<file path="src/pfs_consts.svh">
// Register offsets and reset values for the pin function block.
// Assumes a byte-wide register port addressed by 7-bit register number.
`ifndef PFS_CONSTS_SVH
`define PFS_CONSTS_SVH
`define PFS_OFS_MPIN 7'h33
`define PFS_OFS_RSV_A 7'h34
`define PFS_OFS_RSV_B 7'h35
`define PFS_OFS_DIN 7'h36
`define PFS_OFS_RSV_C_LO 7'h37
`define PFS_OFS_RSV_C_HI 7'h3B
`define PFS_OFS_PRG 7'h3C
`define PFS_OFS_RSV_D_LO 7'h3D
`define PFS_OFS_RSV_D_HI 7'h3E
`define PFS_MPIN_TOP_RST 2'h0
`define PFS_MPIN_FUNC_RST 4'h0
`define PFS_MPIN_LVL_RST 1'h0
`define PFS_DIN_TOP_RST 5'h00
`define PFS_DIN_MODE_RST 2'h1
`define PFS_PRG_TOP_RST 3'h0
`define PFS_PRG_SEL_RST 5'h01
`endif

</file>
<file path="src/pfs_pkg.sv">
// Types shared by the pin function block.
// Assumes nothing beyond the constants header.
package pfs_pkg;
    // Multipurpose pin function codes
    typedef enum logic [3:0] {
        PFS_MP_OFF = 4'h0,
        PFS_MP_IN = 4'h1,
        PFS_MP_GP_IN = 4'h2,
        PFS_MP_GPO = 4'h3,
        PFS_MP_CLK = 4'h4,
        PFS_MP_IRQ1 = 4'h5,
        PFS_MP_IRQ2 = 4'h6,
        PFS_MP_BCLK2 = 4'h8,
        PFS_MP_WCLK2 = 4'h9
    } pfs_mp_func_t;
    // Data input pin modes
    typedef enum logic [1:0] {
        PFS_DI_OFF = 2'h0,
        PFS_DI_ON = 2'h1,
        PFS_DI_GP_IN = 2'h2,
        PFS_DI_RSV = 2'h3
    } pfs_di_mode_t;
    // Register state of the block
    typedef struct packed {
        logic [1:0] mp_top;
        logic [3:0] mp_func;
        logic mp_lvl;
        logic [4:0] di_top;
        logic [1:0] di_mode;
        logic [2:0] prg_top;
        logic [4:0] prg_sel;
        logic [2:0] mp_sync;
        logic [2:0] di_sync;
        logic mp_in;
        logic di_in;
        logic [7:0] rdata;
    } pfs_state_t;
    // Internal signal sources that can be routed to the multipurpose pin
    typedef struct packed {
        logic clock_output;
        logic first_interrupt_output;
        logic second_interrupt_output;
        logic bclk2;
        logic wclk2;
    } pfs_src_t;
endpackage
</file>
<file path="src/pfs_pin_select.sv">
// Pin function selection, buffer power control and processing program select.
// Assumes a synchronous byte register port from the serial control bus decoder.
`timescale 1ns/1ps
`include "pfs_consts.svh"
// Notes on behaviour
// (RULE1) Function 0000 disables pin, buffers powered down
// (RULE2) Function 0001: pin is input to consumers
// (RULE3) Function 0010: general input, level read D1
// (RULE4) Function 0011: drive output level from D0
// (RULE5) Codes 0100/0101/0110 drive clock, interrupt one, two
// (RULE6) Codes 1000/1001 drive secondary bit, word clock
// (RULE7) Software writes only reset value to D7-D6
// (RULE8) Data pin mode 00 powers its buffer down
// (RULE9) Data pin mode 01 default: audio or clock
// (RULE10) Data pin mode 10 general input; 11 reserved
// (RULE11) Data pin D0 reads input buffer level
// (RULE12) Five-bit program select, reset 0 0001
// (RULE13) Software avoids program codes 0 and above 25
// (RULE14) Software writes only default to D7-D5
// (RULE15) Output level bit kept across function changes
module pfs_pin_select
(
    // Clock and reset
    input wire logic clk_sys,
    input wire logic rst,
    // Register port
    input wire logic reg_wr,
    input wire logic reg_rd,
    input wire logic [6:0] reg_addr,
    input wire logic [7:0] reg_wdata,
    output logic [7:0] reg_rdata,
    // Internal sources routed to the multipurpose pin
    input wire pfs_pkg::pfs_src_t mp_src,
    // Multipurpose pin
    input wire logic multipurpose_pin_i,
    output logic multipurpose_pin_o,
    output logic multipurpose_pin_oe,
    output logic multipurpose_pin_ibuf_en,
    // Multipurpose pin as input to audio interface or clock generator
    output logic mp_input_en,
    output logic mp_input_val,
    // Serial data input pin
    input wire logic data_input_pin_i,
    output logic data_input_ibuf_en,
    output logic data_input_audio_en,
    output logic data_input_val,
    // Processing program select
    output logic [4:0] processing_program
);
    // ----------------------------------------------------------------
    // State
    // ----------------------------------------------------------------
    pfs_pkg::pfs_state_t s_q; // Registered state
    pfs_pkg::pfs_state_t s_d; // Next state
    pfs_pkg::pfs_mp_func_t mp_func; // Decoded function
    pfs_pkg::pfs_di_mode_t di_mode; // Decoded data pin mode
    logic mp_ibuf; // Multipurpose input buffer powered
    logic di_ibuf; // Data input buffer powered

    assign mp_func = pfs_pkg::pfs_mp_func_t'(s_q.mp_func);
    assign di_mode = pfs_pkg::pfs_di_mode_t'(s_q.di_mode);

    // ----------------------------------------------------------------
    // Buffer power decode
    // ----------------------------------------------------------------
    // Input buffer is live only in the input modes
    always_comb
    begin
        // Codes 0001 and 0010 listen; all others keep the buffer off
        mp_ibuf = (s_q.mp_func == 4'h1) || (s_q.mp_func == 4'h2); // see RULE1 RULE2 RULE3
        // Modes 01 and 10 listen; 00 and the reserved 11 stay off
        di_ibuf = (di_mode == pfs_pkg::PFS_DI_ON) ||
                  (di_mode == pfs_pkg::PFS_DI_GP_IN); // see RULE8 RULE10
    end

    // ----------------------------------------------------------------
    // Next-state logic
    // ----------------------------------------------------------------
    // Register writes, pin synchronisers and read data
    always_comb
    begin
        s_d = s_q;
        // Three-stage synchronisers; only stages two and three are used
        s_d.mp_sync = {s_q.mp_sync[1:0], multipurpose_pin_i & mp_ibuf};
        s_d.di_sync = {s_q.di_sync[1:0], data_input_pin_i & di_ibuf};
        if (s_q.mp_sync[2] == s_q.mp_sync[1])
        begin
            s_d.mp_in = s_q.mp_sync[2];
        end
        if (s_q.di_sync[2] == s_q.di_sync[1])
        begin
            s_d.di_in = s_q.di_sync[2];
        end
        // Writes; level bit is only changed by writes, never by function
        if (reg_wr)
        begin
            unique case (reg_addr)
                `PFS_OFS_MPIN:
                begin
                    s_d.mp_top = reg_wdata[7:6]; // see RULE7
                    s_d.mp_func = reg_wdata[5:2];
                    s_d.mp_lvl = reg_wdata[0]; // see RULE15
                end
                `PFS_OFS_DIN:
                begin
                    s_d.di_top = reg_wdata[7:3];
                    s_d.di_mode = reg_wdata[2:1]; // see RULE10
                end
                `PFS_OFS_PRG:
                begin
                    s_d.prg_top = reg_wdata[7:5]; // see RULE14
                    s_d.prg_sel = reg_wdata[4:0]; // see RULE12 RULE13
                end
                default:
                begin
                    s_d.prg_sel = s_q.prg_sel;
                end
            endcase
        end
        // Read data, registered one cycle after the read strobe
        if (reg_rd)
        begin
            unique case (reg_addr)
                `PFS_OFS_MPIN:
                begin
                    s_d.rdata = {s_q.mp_top, s_q.mp_func, s_q.mp_in, s_q.mp_lvl}; // see RULE3
                end
                `PFS_OFS_DIN:
                begin
                    s_d.rdata = {s_q.di_top, s_q.di_mode, s_q.di_in}; // see RULE11
                end
                `PFS_OFS_PRG:
                begin
                    s_d.rdata = {s_q.prg_top, s_q.prg_sel};
                end
                default:
                begin
                    s_d.rdata = 8'h00; // Reserved and unmapped read zero
                end
            endcase
        end
    end

    // ----------------------------------------------------------------
    // State register
    // ----------------------------------------------------------------
    // Synchronous reset to documented defaults
    always_ff @(posedge clk_sys)
    begin
        if (rst)
        begin
            s_q <= '0;
            s_q.mp_top <= `PFS_MPIN_TOP_RST;
            s_q.mp_func <= `PFS_MPIN_FUNC_RST; // see RULE1
            s_q.mp_lvl <= `PFS_MPIN_LVL_RST; // see RULE4
            s_q.di_top <= `PFS_DIN_TOP_RST;
            s_q.di_mode <= `PFS_DIN_MODE_RST; // see RULE9
            s_q.prg_top <= `PFS_PRG_TOP_RST;
            s_q.prg_sel <= `PFS_PRG_SEL_RST; // see RULE12
        end
        else
        begin
            s_q <= s_d;
        end
    end

    // ----------------------------------------------------------------
    // Pin output mux
    // ----------------------------------------------------------------
    // Picks the driven source; reserved codes leave the pin undriven
    always_comb
    begin
        multipurpose_pin_o = 1'b0;
        multipurpose_pin_oe = 1'b1;
        unique case (s_q.mp_func)
            4'h3: multipurpose_pin_o = s_q.mp_lvl; // see RULE4
            4'h4: multipurpose_pin_o = mp_src.clock_output; // see RULE5
            4'h5: multipurpose_pin_o = mp_src.first_interrupt_output; // see RULE5
            4'h6: multipurpose_pin_o = mp_src.second_interrupt_output; // see RULE5
            4'h8: multipurpose_pin_o = mp_src.bclk2; // see RULE6
            4'h9: multipurpose_pin_o = mp_src.wclk2; // see RULE6
            default: multipurpose_pin_oe = 1'b0; // see RULE1
        endcase
    end

    // ----------------------------------------------------------------
    // Outputs
    // ----------------------------------------------------------------
    // Buffer enables and routing flags follow the stored settings directly
    assign multipurpose_pin_ibuf_en = mp_ibuf;
    assign mp_input_en = (mp_func == pfs_pkg::PFS_MP_IN); // see RULE2
    assign mp_input_val = s_q.mp_in;
    assign data_input_ibuf_en = di_ibuf;
    assign data_input_audio_en = (di_mode == pfs_pkg::PFS_DI_ON); // see RULE9
    assign data_input_val = s_q.di_in;
    // Settings and read data come straight from flip-flops
    assign processing_program = s_q.prg_sel;
    assign reg_rdata = s_q.rdata;
endmodule // pfs_pin_select

</file>
<file path="config.mk">
export PLATFORM = sky130hd
export DESIGN_NAME = pfs_pin_select
export DESIGN_NICKNAME = d
export VERILOG_FILES = /design/src/pfs_pkg.sv /design/src/pfs_pin_select.sv
export VERILOG_INCLUDE_DIRS = /design/src
export SDC_FILE = /design/constraint.sdc
export NUM_CORES = 1
export LEC_CHECK = 0
export BUFFER_PORTS_ARGS = -buffer_cell sky130_fd_sc_hd__buf_2
export CAP_MARGIN = 15
export CORE_UTILIZATION = 33
export DETAILED_ROUTE_END_ITERATION = 12
export HOLD_SLACK_MARGIN = 0.15
export MAX_ROUTING_LAYER = met4
export PLACE_DENSITY_LB_ADDON = 0.2
export SYNTH_ARGS = -nofsm -noshare
export SYNTH_HDL_FRONTEND = slang
export SYNTH_SLANG_ARGS = --single-unit
</file>
<file path="constraint.sdc">
create_clock -name clk_sys -period 1.3 [get_ports clk_sys]
set_input_delay 0.065 -clock clk_sys [delete_from_list [all_inputs] [get_ports clk_sys]]
set_output_delay 0.065 -clock clk_sys [all_outputs]
set_load 0.02 [all_outputs]
</file>
# --- Word level (Yosys, flattened, before mapping) ---
# Cells that the tools add are included.
op_classes:
  order_cmp: 0
  reduce_logical: 6
  bitwise_logic: 2
  shifts: 0
  eq_ne: 15
  n_addsub: 0
  div_mod_pow: 0
  n_mul: 0
  mux: 3
op_table:
  columns: ["op", "count"]
  rows:
  - ["$pmux 8 s3", 1]
  - ["$eq 7x6->1 const B", 3]
  - ["$eq 4x3->1 const B", 3]
  - ["$eq 4x2->1 const B", 2]
  - ["$eq 4x4->1 const B", 2]
  - ["$pmux 1 s6", 1]
  - ["$reduce_and 2->1", 3]
  - ["$reduce_or 6->1", 1]
  - ["$eq 4x1->1 const B", 1]
  - ["$and 1x1->1", 2]
  - ["$eq 1x1->1", 2]
  - ["$eq 2x1->1 const B", 1]
  - ["$eq 2x2->1 const B", 1]
  - ["$logic_or 1x1->1", 2]
  - ["$mux 1", 1]
word_totals:
  latch_bits: 0
  out_inout_bits: 21
  mem_bits_ro: 0
  mem_count: 0
  mem_bits_rw: 0
  regBits: 38

# --- Depth between registers and ports, before layout ---
depth:
  word_depth: 3
  mapped_depth: 6
  depth_no_buf: 4

# --- Worst setup path after synthesis ---
# OpenSTA, ideal clock, no wires.
synth_timing:
  path_kind: "register -> register"
  startpoint: "register mp_func[1] (netlist name)"
  endpoint: "register s_q (netlist bit s_d[14])"
  period_less_slack_ps: 1346
  path_stages_with_launch: 5
  t_required_ps: 1238
  slack_ps: -46
  arrival_ps: 1284
  cell_sequence: "dfxtp_1 -> buf_2 -> xnor2_1 -> nor3_1 -> and3b_1"
synth_between:
  elab_chain_cells: 3
  word_cells_on_any_way: 4
  cone_classes: "eq/ne: 2; bitwise: 1; reduce/logical: 1"
synth_lines:
  columns: ["element", "line", "rtl"]
  rows:
  - ["$eq 4x1->1 / $eq 4x2->1 (equally long branches)", "pfs_pin_select.sv:70", "mp_ibuf = (s_q.mp_func == 4'h1) || (s_q.mp_func == 4'h2);"]
  - ["$logic_or 1x1->1 (*)", "pfs_pin_select.sv:70", null]
  - ["via multipurpose_pin_ibuf_en", "pfs_pin_select.sv:38", "output logic multipurpose_pin_ibuf_en,"]
  - ["$and 1x1->1 (*)", "pfs_pin_select.sv:84", "s_d.mp_sync = {s_q.mp_sync[1:0], multipurpose_pin_i & mp_ibuf};"]
  - ["to (decl)", "pfs_pin_select.sv:53", "pfs_pkg::pfs_state_t s_q;"]
# The timed path passes the listed nets; every way through them passes the cells marked *.
# A chain may end at the register's enable or synchronous reset.

# --- Final worst setup path ---
layout_timing:
  startpoint: "register mp_func[0] (netlist name)"
  endpoint: "output multipurpose_pin_oe"
layout_between:
  elab_chain_cells: 3
  word_cells_on_any_way: 8
  cone_classes: "eq/ne: 6; mux: 1; reduce/logical: 1"
layout_lines:
  columns: ["element", "line", "rtl"]
  rows:
  - ["$eq 4x4->1 (tied with other cells)", "pfs_pin_select.sv:175", "unique case (s_q.mp_func)"]
  - ["$reduce_or 6->1 (no line) (*)", null, null]
  - ["$mux 1 (*)", "pfs_pin_select.sv:175", null]
  - ["to (decl)", "pfs_pin_select.sv:37", "output logic multipurpose_pin_oe,"]
# Every way passes the cells marked *; elsewhere a longest branch is shown, timed or not.

==> impl_table.tex <==
\begin{tabular}{lr}
\hline
Metric & Value \\
\hline
\multicolumn{2}{l}{\textbf{Outcome}} \\
\quad Status & complete, but fails checks \\
\quad Failing checks & setup timing \\
\multicolumn{2}{l}{\textbf{Clock network}} \\
\quad Maximum root-to-sink buffer count & 2 \\
\quad Sinks on Clock Net & 38 \\
\quad CTS Root Buffer Type & clkbuf\_8 \\
\quad Clock tree from TritonCTS & done \\
\quad Clock buffers created by TritonCTS & 5 \\
\quad Clock transition at the register clock pins on the worst setup and hold paths after CTS & 80 ps \\
\quad Clock latency of the later-clocked register in the worst-skew pair & 280 ps \\
\quad H-tree Lvls & 2 \\
\multicolumn{2}{l}{\textbf{Job}} \\
\quad Number of maximum-capacitance constraint violations & 0 \\
\multicolumn{2}{l}{\textbf{Critical path}} \\
\quad WP data required & 1240 ps \\
\quad Arrival time of data at the critical path endpoint & 1340 ps \\
\quad Worst Path Max Fanout & 7 \\
\quad Classification of the worst setup path & reg2out \\
\quad Nature of the critical path startpoint & flip-flop \\
\quad Slowest stage cell on the critical path & dfxtp\_4 \\
\quad Ordered list of cells on the worst path & nand2\_2 > mux2\_4 > o22ai\_4 > buf\_6 \\
\quad Type of destination of the critical path & output pin \\
\quad Top delay family on crit path & flip-flops \\
\quad Worst Path Buf+Inv & 1 \\
\quad Critical Path Max Stage Delay & 390 ps \\
\multicolumn{2}{l}{\textbf{Final layout}} \\
\quad Nets & 270 \\
\quad Share of layout cells above drive strength 1 & 0.324 \\
\quad P\&R area growth vs syn & 26.9\% \\
\quad Highest-count cells in the layout ignoring fill and taps & buf\_2 (43), dfxtp\_1 (33), mux2i\_1 (22), nor2\_1 (22) \\
\quad N\_diodes & 0 \\
\quad Most frequent standard cell in the layout excluding fill and tap cells & buf\_2 \\
\multicolumn{2}{l}{\textbf{Power}} \\
\quad Switching power summed over all nets & 489 uW \\
\quad Switching Fraction & 0.212 \\
\quad Part of the total power dissipated in sequential elements & 0.505 \\
\quad Leakage dissipation & 0.922 nW \\
\quad Cell internal power dissipation & 1.82 mW \\
\quad Largest voltage drop on the vdd net & 0.000607 V \\
\quad Total power of the final layout & 2.31 mW \\
\quad Clock share of power & 0.422 \\
\quad Power Density & 991 nW/um\^{}2 \\
\quad Comb power frac & 0.073 \\
\multicolumn{2}{l}{\textbf{Floorplan}} \\
\quad Die outline height & 76.6 um \\
\quad Number of placement rows & 26 \\
\quad Die area & 5870 um\^{}2 \\
\quad Number of top-level pins & 47 \\
\quad Horiz. Die Dim & 76.6 um \\
\quad CORE AREA & 5240 um\^{}2 \\
\quad Starting utilization of the core area & 0.351 \\
\multicolumn{2}{l}{\textbf{Synth}} \\
\quad Netlist area before placement & 1840 um\^{}2 \\
\quad Post-synthesis cell count & 195 \\
\quad Number of library cell types mapped by synthesis & 32 \\
\quad Post-synthesis register bit count & 38 \\
\quad Largest cells by area after synthesis & dfxtp\_1 (41\%), mux2i\_1 (12\%), buf\_4 (6.1\%), nor2b\_1 (5.1\%), nor2\_1 (4.5\%) \\
\quad Top cell type's share of synthesized area & 0.414 \\
\quad Number of warnings reported in the yosys synthesis log & 0 \\
\quad Average footprint of a synthesized cell & 9.42 um\^{}2 \\
\quad Yosys top cell by area & dfxtp\_1 \\
\quad Mapped Nets & 222 \\
\quad Register area share after synthesis & 0.414 \\
\multicolumn{2}{l}{\textbf{Routing}} \\
\quad Remaining routing DRC violations & 0 \\
\quad Number of nets with antenna violations after routing & 0 \\
\quad Via count & 1518 \\
\quad Total length of routed wires & 4180 um \\
\quad DR WL/cell & 13.3 um \\
\quad First-pass iteration count of the detailed router & 4 \\
\quad Initial DRC count & 70 \\
\quad DR vias/cell & 4.83 \\
\multicolumn{2}{l}{\textbf{Timing}} \\
\quad PnR worst setup slack & -101 ps \\
\quad Max Fclk & 714 MHz \\
\quad Least-Margin Pin Slew & 351 ps \\
\quad Setup total negative slack & -139 ps \\
\quad Final worst-path cycle share & 1.08 \\
\quad Setup repair after global routing missed its margin & yes \\
\quad Clk\_skew & 8.39 ps \\
\quad Max-slew violation count & 0 \\
\quad Total count of hold-check failures in the final report & 0 \\
\quad Rel. slew slack & 0.766 \\
\quad Finish-stage setup viols & 2 \\
\quad Clock period minus worst slack & 1400 ps \\
\multicolumn{2}{l}{\textbf{Placed design}} \\
\quad Worst Setup Slack post-DPL & 53.5 ps \\
\quad Gpl congestion & 0.758 \\
\quad IO Port Bufs & 46 \\
\quad Final HPWL DP & 2900 um \\
\multicolumn{2}{l}{\textbf{Global route}} \\
\quad Most used routing layer & met2 \\
\quad Wire length of the first global-routing pass & 7140 um \\
\quad Total global routing track utilization & 0.158 \\
\quad Antenna violations before repair & 0 \\
\quad Met3 track demand over resource in global routing & 0.0335 \\
\quad Met2 usage & 0.241 \\
\quad Maximum number of pins on one net before global-route repair & 24 \\
\quad Overflow left after global routing & 0 \\
\quad Via count of the first global-routing pass & 1478 \\
\quad Met1 GRT Util & 0.204 \\
\multicolumn{2}{l}{\textbf{Hold path}} \\
\quad Path type of the worst min-delay path & in2reg \\
\hline
\end{tabular}
## synthesized netlist by cell type (all sizes together)
library cell / n
a22o: 8
nor4b: 1
nor3: 12
o22ai: 1
buf: 25
nand3b: 1
nor3b: 2
a21oi: 13
o21ai: 4
ha: 1
and3: 1
nand2: 4
a21o: 1
xor2: 1
mux2: 1
and2: 1
xnor2: 2
dfxtp: 38
mux2i: 22
nor2: 22
inv: 2
clkbuf: 4
nor2b: 15
and4bb: 1
and4: 2
and3b: 2
a221oi: 8
## stage by stage
stage	hold WS (ps)	cells	area [um^2]	utilization
floorplan	212	195	1840	-
finish	159	314	2330	0.445
global route	186	314	2330	0.445
detailed placement	321	292	2040	0.389
global placement	316	292	2040	0.389
CTS	155	314	2310	0.440
## path summary, 6_finish.rpt
kind / cells past startpoint / from / slack, ps / endpoint
worst max-delay path: 4 / mp_func[0] / -100 / multipurpose_pin_oe
worst min-delay path: 2 / rst / 160 / processing_program[1]
worst max register to register: 4 / mp_func[0] / 220 / reg_rdata[2]
worst min register to register: 1 / s_d[11] / 430 / s_d[12]
## flip-flops by register name (all words and copies together), names as in the netlist
name and cells:
mp_input_val 1, di_mode 2, data_input_val 1, reg_rdata 8, s_d 4, processing_program 5
s_q 13, mp_func 4
## cell type report
type                       count  area, um^2
fill                         529        2910
clock buffer                   7        76.3
clock inverter                 1        30.0
tap                           70        87.6
timing repair buffer          70         459
multi-input combinational    126         896
inverter                       2        7.51
sequential                    38         774
## power groups by stage
stage               registers [mW]  logic (mW)  clock network, mW
global route                  1.17       0.187               1.04
detailed placement            1.20       0.144                  0
floorplan                     1.20      0.0712                  0
CTS                           1.17       0.169               1.00
global placement              1.20       0.145                  0
finish                        1.17       0.169              0.975
## per-layer routing
| metal | part of all wire | vias to the layer above |
|---|---|---|
| met5 | 0 | - |
| met2 | 0.46 | 34 |
| li1 | - | 769 |
| met4 | 0.0065 | 0 |
| met1 | 0.49 | 713 |
| met3 | 0.039 | 2 |
## cells by family after synthesis
family	count (synthesis)	share of synthesized area
simple gates	64	0.191
flops	38	0.414
compound gates	35	0.130
buf+inv	31	0.118
mux	23	0.126
xor+xnor	3	0.0143
fa+ha+maj	1	0.00681
## timing repair
item / 4_1_cts / 5_1_grt
hold buffers: 10 / 0
resized for setup: 11 / 8
endpoints found under the setup margin: 4 / 5
pin swaps: 0 / 2
buffers inserted: 4 / 0
hold endpoints to repair: 24 / 0
No activity file was read; power rests on OpenSTA's default activity.
